File: config.mk
export PLATFORM = sky130hd
export DESIGN_NAME = btsc_exec
export DESIGN_NICKNAME = d
export VERILOG_FILES = /design/src/btsc_addr_resolve.v /design/src/btsc_exec.v
export VERILOG_INCLUDE_DIRS = /design/src
export SDC_FILE = /design/constraint.sdc
export NUM_CORES = 1
export LEC_CHECK = 0
export BUFFER_PORTS_ARGS = -buffer_cell sky130_fd_sc_hd__buf_2
export CAP_MARGIN = 0
export CORE_MARGIN = 5
export CORE_UTILIZATION = 50
export CTS_CLUSTER_SIZE = 14
export DETAILED_ROUTE_END_ITERATION = 7
export PLACE_DENSITY = 0.81
export SYNTH_ARGS = -nofsm -noshare
export SYNTH_HDL_FRONTEND = slang
export SYNTH_HIERARCHICAL = 1
export SYNTH_SLANG_ARGS = --single-unit
export TNS_END_PERCENT = 5
File: constraint.sdc
create_clock -name clk -period 3.25 [get_ports clk]
set_clock_uncertainty 0.1 [all_clocks]
set_input_delay 0.325 -clock clk [delete_from_list [all_inputs] [get_ports clk]]
set_output_delay 0.325 -clock clk [all_outputs]
set_load 0.1 [all_outputs]
File: src/btsc_defs.vh
// Constants for the bit-test, skip-if-clear execution block.
// Assumes a 12-bit data address space and 16-bit program words.
`ifndef BTSC_DEFS_VH
`define BTSC_DEFS_VH

// Opcode field, top four bits of the word
`define BTSC_OPC_MSB 15
`define BTSC_OPC_LSB 12
`define BTSC_OPC_VAL 4'hb
// Bit index, access select and file address fields
`define BTSC_BIT_MSB 11
`define BTSC_BIT_LSB 9
`define BTSC_ACC_POS 8
`define BTSC_FILE_MSB 7
`define BTSC_FILE_LSB 0
// Highest file address read as an indexed literal offset
`define BTSC_IDX_LIMIT 8'h5f
// Upper part of the access bank, above 5Fh, sits in the top bank
`define BTSC_ACC_HI_BANK 4'hf
`define BTSC_ACC_LO_BANK 4'h0
// Cycle totals: no skip, skip, skip over a two-word instruction
`define BTSC_CYC_RUN 2'h1
`define BTSC_CYC_SKIP 2'h2
`define BTSC_CYC_SKIP2 2'h3
// Reset values
`define BTSC_ADDR_RST 12'h000
`define BTSC_CYC_RST 2'h0

`endif

File: src/btsc_addr_resolve.v
// Registered operand address resolver for the bit-test block.
// Assumes bank select and index base are stable when load is high.
`timescale 1ns/1ps
`include "btsc_defs.vh"

module btsc_addr_resolve #(
    parameter AW = 12
) (
    // Clock and reset
    input wire clk,
    input wire rstn,
    // Operand request
    input wire load,
    input wire [7:0] fileAddr,
    input wire accessSel,
    input wire extEnable,
    input wire [3:0] bankSelect,
    input wire [AW-1:0] indexBase,
    // Resolved address
    output reg [AW-1:0] dataAddr
);

    reg [AW-1:0] next_dataAddr;

    // Address mode selection
    always @* begin
        next_dataAddr = dataAddr;
        if (load) begin
            if (accessSel) begin
                next_dataAddr = {bankSelect, fileAddr};
            end else if (extEnable && fileAddr <= `BTSC_IDX_LIMIT) begin
                next_dataAddr = indexBase + {{(AW-8){1'b0}}, fileAddr};
            end else if (fileAddr <= `BTSC_IDX_LIMIT) begin
                next_dataAddr = {`BTSC_ACC_LO_BANK, fileAddr};
            end else begin
                next_dataAddr = {`BTSC_ACC_HI_BANK, fileAddr};
            end
        end
    end

    // Held until the next load so the read port sees a steady address
    always @(posedge clk or negedge rstn) begin
        if (!rstn) begin
            dataAddr <= `BTSC_ADDR_RST;
        end else begin
            dataAddr <= next_dataAddr;
        end
    end

endmodule

File: src/btsc_exec.v
// Execution sequencer for the bit-test, skip-if-clear instruction.
// Assumes decode, bank select, index base and read data share clk;
// read data is valid in the same cycle as readReq.
// Function
// - Tested bit zero skips next instruction; bit one continues normally.
// - Skip discards the fetched word, runs a no-op; two cycles total.
// - Access select zero resolves the operand in the access bank.
// - Access select one uses bank select register for the bank.
// - Extended set with access zero treats low address as indexed offset.
// - Indexed offset applies only to addresses up to 5Fh.
// - Skipping a two-word instruction flushes both words; three cycles total.
`timescale 1ns/1ps
`include "btsc_defs.vh"

module btsc_exec #(
    parameter AW = 12
) (
    // Clock and reset
    input wire clk,
    input wire rstn,
    // Decoded instruction
    input wire instValid,
    input wire [15:0] instWord,
    input wire nextTwoWord,
    // Core configuration
    input wire extEnable,
    input wire [3:0] bankSelect,
    input wire [AW-1:0] indexBase,
    // Data memory read port
    output wire [AW-1:0] dataAddr,
    output reg readReq,
    input wire [7:0] readData,
    // Pipeline control
    output reg busy,
    output reg flushFetch,
    output reg nopCycle,
    output reg skipTaken,
    output reg done,
    output reg [1:0] cycleCount,
    output reg statusWrite
);

    localparam ST_IDLE = 2'h0;
    localparam ST_TEST = 2'h1;
    localparam ST_NOP1 = 2'h2;
    localparam ST_NOP2 = 2'h3;

    reg [1:0] state;
    reg [1:0] next_state;
    reg [2:0] bitIndex;
    reg twoWord;
    reg next_readReq;
    reg next_busy;
    reg next_flushFetch;
    reg next_nopCycle;
    reg next_skipTaken;
    reg next_done;
    reg [1:0] next_cycleCount;

    wire isMatch;
    wire start;
    wire bitValue;
    wire [7:0] bitMask;
    wire [7:0] bitHit;
    genvar gi;

    // Opcode recognition, reused by start and the resolver load
    function opcodeMatch;
        input [15:0] word;
        begin
            opcodeMatch = (word[`BTSC_OPC_MSB:`BTSC_OPC_LSB] == `BTSC_OPC_VAL);
        end
    endfunction

    // One-hot decode of the 3-bit bit index
    function [7:0] oneHot;
        input [2:0] idx;
        begin
            oneHot = 8'h01 << idx;
        end
    endfunction

    // Cycle total of a finished instruction, shared by both closing arms
    // Keeps the run and skip totals in one place
    function [1:0] cycleTotal;
        input skip;
        input two;
        begin
            if (!skip) begin
                cycleTotal = `BTSC_CYC_RUN;
            end else if (two) begin
                cycleTotal = `BTSC_CYC_SKIP2;
            end else begin
                cycleTotal = `BTSC_CYC_SKIP;
            end
        end
    endfunction

    assign isMatch = opcodeMatch(instWord);
    assign start = instValid && isMatch && (state == ST_IDLE);

    // tested bit picked through a one-hot mask
    // Flat AND-OR instead of a variable index keeps the read path shallow
    assign bitMask = oneHot(bitIndex);
    generate
        for (gi = 0; gi < 8; gi = gi + 1) begin : gBitTest
            assign bitHit[gi] = bitMask[gi] & readData[gi];
        end
    endgenerate
    assign bitValue = |bitHit;

    // Operand address is registered here and drives the read port
    btsc_addr_resolve #(
        .AW(AW)
    ) uResolve (
        .clk(clk),
        .rstn(rstn),
        .load(start),
        .fileAddr(instWord[`BTSC_FILE_MSB:`BTSC_FILE_LSB]),
        .accessSel(instWord[`BTSC_ACC_POS]),
        .extEnable(extEnable),
        .bankSelect(bankSelect),
        .indexBase(indexBase),
        .dataAddr(dataAddr)
    );

    // Capture bit index and the follower's word count at start
    always @(posedge clk or negedge rstn) begin
        if (!rstn) begin
            bitIndex <= 3'h0;
            twoWord <= 1'b0;
        end else if (start) begin
            bitIndex <= instWord[`BTSC_BIT_MSB:`BTSC_BIT_LSB];
            twoWord <= nextTwoWord;
        end
    end

    // Sequencer next state and pipeline controls
    always @* begin
        next_state = state;
        next_readReq = 1'b0;
        next_busy = busy;
        next_flushFetch = 1'b0;
        next_nopCycle = 1'b0;
        next_skipTaken = 1'b0;
        next_done = 1'b0;
        next_cycleCount = cycleCount;
        case (state)
            ST_IDLE: begin
                if (start) begin
                    next_state = ST_TEST;
                    next_readReq = 1'b1;
                    next_busy = 1'b1;
                    next_cycleCount = `BTSC_CYC_RST;
                end
            end
            ST_TEST: begin
                if (!bitValue) begin
                    next_skipTaken = 1'b1;
                    next_flushFetch = 1'b1;
                    next_nopCycle = 1'b1;
                    next_state = twoWord ? ST_NOP2 : ST_NOP1;
                end else begin
                    next_state = ST_IDLE;
                    next_busy = 1'b0;
                    next_done = 1'b1;
                    next_cycleCount = cycleTotal(1'b0, twoWord);
                end
            end
            ST_NOP2: begin
                next_flushFetch = 1'b1;
                next_nopCycle = 1'b1;
                next_state = ST_NOP1;
            end
            ST_NOP1: begin
                // Last no-op cycle closes the instruction
                next_state = ST_IDLE;
                next_busy = 1'b0;
                next_done = 1'b1;
                next_cycleCount = cycleTotal(1'b1, twoWord);
            end
        endcase
    end

    // Sequencer state register
    always @(posedge clk or negedge rstn) begin
        if (!rstn) begin
            state <= ST_IDLE;
        end else begin
            state <= next_state;
        end
    end

    // All controls come straight from flops
    always @(posedge clk or negedge rstn) begin
        if (!rstn) begin
            readReq <= 1'b0;
            busy <= 1'b0;
            flushFetch <= 1'b0;
            nopCycle <= 1'b0;
            skipTaken <= 1'b0;
            done <= 1'b0;
            cycleCount <= `BTSC_CYC_RST;
            statusWrite <= 1'b0;
        end else begin
            readReq <= next_readReq;
            busy <= next_busy;
            flushFetch <= next_flushFetch;
            nopCycle <= next_nopCycle;
            skipTaken <= next_skipTaken;
            done <= next_done;
            cycleCount <= next_cycleCount;
            statusWrite <= 1'b0;
        end
    end

endmodule

==> results.md <==
GRT:
- The global routing usage on met2 is 0.276.
- After global routing, the most crowded layer is met2.
- The via count of the first global-routing pass came to approximately 1600.
- The fraction of met3 tracks used by global routing is 0.0319.
- The initial antenna violation count is 0.
- The global routing usage summed across all routing layers is 0.173.
- The residual overflow from global routing is 0.
- The met1 layer usage reported by global route is 0.246.
- The largest net degree at the start of global routing is 26.
- The first global-routing pass estimated 7200 µm of wire.

Drt:
- The total DRC errors in the routed layout is 0.
- The post-detailed-route via-to-cell ratio is 5.38.
- The final route contains 1624 vias.
- Wires add up to 4340 µm.
- Before antenna repair, the detailed router went through 4 iterations.
- The remaining number of nets flagged by the antenna check after routing is 0.
- After detailed routing, the average wire length per cell comes to roughly 14 µm.
- The number of DRC markers after the initial detailed-route iteration is 129.

Setup path:
- The worst register-to-register path begins at state[0].
- In this design, the stage delay of the slowest critical-path cell is 450 ps.
- The launch point of the critical path is state[0].
- The worst endpoint data arrival time is 2370 ps.
- Together, buffers and inverters on the worst path number 2.
- The largest fanout on the critical path is 15.
- The worst setup path is launched from a register.
- For the worst setup path, the data required time is 3370 ps.
- The slowest library cell on the worst path is sky130_fd_sc_hd__dfrtp_1.
- The signal on the critical path passes through inv_1 > ha_1 > nand2_1 > inv_1 > mux2_2 > or3b_1.
- The category of the worst setup path capture point is a register.
- The worst setup path category is reg2reg.
- The cell family contributing the most delay on the critical path is buffers and inverters.
- In this design, the critical path's most frequently occurring cell is sky130_fd_sc_hd__inv_1.

Finish:
- Of the cells placed in the final design, the portion with a size suffix greater than 1 is 0.328.
- 0 antenna diodes ended up in the layout.
- The area growth from synthesis to layout is 21.5%.
- After the last flow step, the layout net total stands at 317.
- The final cell area excluding filler cells is 0.00217 mm².

Min path:
- The worst hold path begins at instWord[9].
- The path category of the worst min-delay check is in2reg.

Placed design:
- The worst slack after detailed placement is 1020 ps.
- The standard cell area after detailed placement is 0.00213 mm².
- Detailed placement finished with a half-perimeter wire length of ~3300 µm.
- The number of buffers inserted by port buffering is 64.
- The congestion estimate from routability-driven global placement came to 0.807.

Floorplanning:
- The top-level I/O count is 66.
- After floorplanning, the core was divided into 21 placement rows.
- The die span in y is ~70 µm.
- The floorplan step defined a die boundary enclosing 0.00487 mm².
- The core region is ~0.0034 mm².
- The initial cell density of the core is 0.527.
- The die extent in x is 69.8 µm.

STA:
- In the finished design, the share of the clock period the worst path needs comes to 0.692.
- Hold timing on the final database bottoms out at a slack of 125 ps.
- The worst path in the final design needs a cycle of ~2200 ps, including I/O delays and setup.
- The final hold violation count came to 0.
- Headroom to the max-slew limit came out at 0.592.
- Derived from the worst setup path, the maximum achievable clock frequency is 0.445 GHz.
- Setup total negative slack on the finished layout was measured at 0 ps.
- Setup repair after global routing left no endpoint under its margin.
- The actual slew at the worst max-slew pin is between 500 and 600 ps.
- Setup violations remaining at the end of the flow were counted as 0.
- The max-slew violation total from the final report came to 0.
- In the post-route analysis, the smallest setup slack over all paths is 1000 ps.

Power and ir drop:
- Summed over all nets, the switching power comes to 0.00128 W.
- The part of the power in registers is 0.254.
- The internal power contribution is 0.000812 W.
- For this design the static power due to leakage is 1.12 nW.
- In this run the power density over the cells is 967 mW/mm².
- The share of total power dissipated in the clock network is 0.071.
- Of the total power, the share spent switching nets is 0.613.
- The peak ir drop on the vdd network is 671 µV.
- The combinational share of power is 0.675.

Synth:
- The synthesized net count is approximately 250.
- Yosys attributes the largest share of cell area to sky130_fd_sc_hd__dfrtp_1, sky130_fd_sc_hd__ha_1, sky130_fd_sc_hd__mux2_2.
- After synthesis, the mean cell area works out to 9.20 µm².
- In the synthesized netlist, the number of instances is 194.
- By count the netlist is led by sky130_fd_sc_hd__dfrtp_1, sky130_fd_sc_hd__a21oi_1, sky130_fd_sc_hd__ha_1, sky130_fd_sc_hd__nand2_1, sky130_fd_sc_hd__inv_1.
- In this run, synthesis inferred 0 flip-flops with an integrated enable.
- Of the post-synthesis cell area, the dominant cell type holds 0.350.
- For this run, the number of Yosys warnings is 6.
- The cell area that synthesis handed to floorplanning was 0.00179 mm².
- The most frequently used flop master after synthesis is sky130_fd_sc_hd__dfrtp_1.
- Yosys instantiated no cell more often than sky130_fd_sc_hd__dfrtp_1.
- After synthesis, the netlist uses 52 different library cells.
- The number of synthesized register bits is 25.
- The fraction of synthesis flops using an asynchronous set or reset pin is 1.00.
- The library cell with the largest summed area after synthesis is sky130_fd_sc_hd__dfrtp_1.
- The share of the yosys chip area belonging to registers is 0.350.

Clock network:
- The CTS root buffer is sky130_fd_sc_hd__clkbuf_4.
- The clock sink count is 25.
- Buffers added to address setup during post-CTS repair amount to 0.
- CTS built an H-tree with a depth of 1.
- The number of CTS-inserted buffers is 3.
- For the worst-skew pair, the clock arrives at the later sink with an insertion delay of 320 ps.
- The clock edge transition at the registers on the reported setup and hold paths is about 150 ps.
- The number of buffers on the longest clock path is 2.
- TritonCTS built the clock tree.

Run status:
- The flow ran to the end, and the final reports show no timing, DRC or antenna violations.

Job:
- The number of max-cap violations is 0.
==> cell families (layout without fill, tap and decap cells) <==
kind of cell	Yosys count	after routing	synth area share
compound gates	46	46	0.178
xor+xnor	2	2	0.00981
fa+ha+maj	15	15	0.109
buf+inv	20	82	0.0483
flops	25	25	0.350
mux	12	12	0.0778
other cells	1	1	0.00210
simple gates	73	73	0.224
==> power groups by stage <==
stage          logic (W)  clock network, W  registers, W
6_report         0.00142          0.000149      0.000533
5_1_grt          0.00149          0.000164      0.000552
4_1_cts          0.00142          0.000154      0.000533
3_5_place_dp     0.00142                 0      0.000538
3_3_place_gp     0.00140                 0      0.000537
2_1_floorplan   0.000426                 0       0.00129
==> worst reg2reg max path, stage by stage, from the launching register on <==
cell and delay [ps]:
sky130_fd_sc_hd__dfrtp_1 450, sky130_fd_sc_hd__inv_1 150, sky130_fd_sc_hd__ha_1 180, sky130_fd_sc_hd__nand2_1 150, sky130_fd_sc_hd__inv_1 380, sky130_fd_sc_hd__mux2_2 380, sky130_fd_sc_hd__or3b_1 360
==> stage by stage <==
step / total power [W] / util / std cells
after floorplan: 0.00171 / - / 194
after global placement: 0.00194 / 0.628 / 297
after detailed placement: 0.00195 / 0.628 / 297
after CTS: 0.00211 / 0.640 / 302
after global routing: 0.00220 / 0.640 / 302
final: 0.00210 / 0.640 / 302
==> flip-flops by register name, summed over array words and instances (netlist names) <==
name,flops
state,2
bitIndex,3
nopCycle,1
done,1
busy,1
skipTaken,1
twoWord,1
uResolve/dataAddr,12
cycleCount,2
readReq,1
==> worst paths after layout <==
kind | cells after the start | end | slack [ps]
max reg2reg | 6 | uResolve/dataAddr[7] | 1000
min reg2reg | 2 | uResolve/dataAddr[6] | 420
max in group asynchronous | 2 | cycleCount[1] | 2260
min | 2 | bitIndex[0] | 120
min in group asynchronous | 2 | uResolve/dataAddr[6] | 410
max | 6 | uResolve/dataAddr[7] | 1000
==> layer usage <==
metal | vias to the layer above | share of wire
met3 | 2 | 0.077
met2 | 55 | 0.45
met5 | - | 0
li1 | 830 | -
met4 | 0 | 0.0035
met1 | 737 | 0.47
==> repair_timing <==
| action | CTS | global route |
|---|---|---|
| gates resized for setup | 0 | 0 |
| hold buffers | 1 | 0 |
| setup endpoints to repair | 0 | 0 |
| endpoints found under the hold margin | 25 | 0 |
==> layout make-up <==
class                      instances  area, µm²
clock buffer                       3       22.5
tap                               46       57.6
inverter                          12       45.0
fill                             290       1220
clock inverter                     1       7.51
timing repair buffer              66        338
multi-input combinational        149       1070
sequential                        25        626
==> layout by cell type, fill, tap and decap left out, drive strengths merged, types with 6 or more instances in the layout <==
| cell type | count |
|---|---|
| nor2b | 7 |
| nor3 | 7 |
| inv | 12 |
| ha | 14 |
| a21oi | 14 |
| mux2 | 9 |
| buf | 65 |
| nand3 | 10 |
| dfrtp | 25 |
| nand2 | 14 |
| nor2 | 10 |
| a31oi | 6 |
| o21ai | 6 |
No activity file was read; power rests on OpenSTA's default activity.
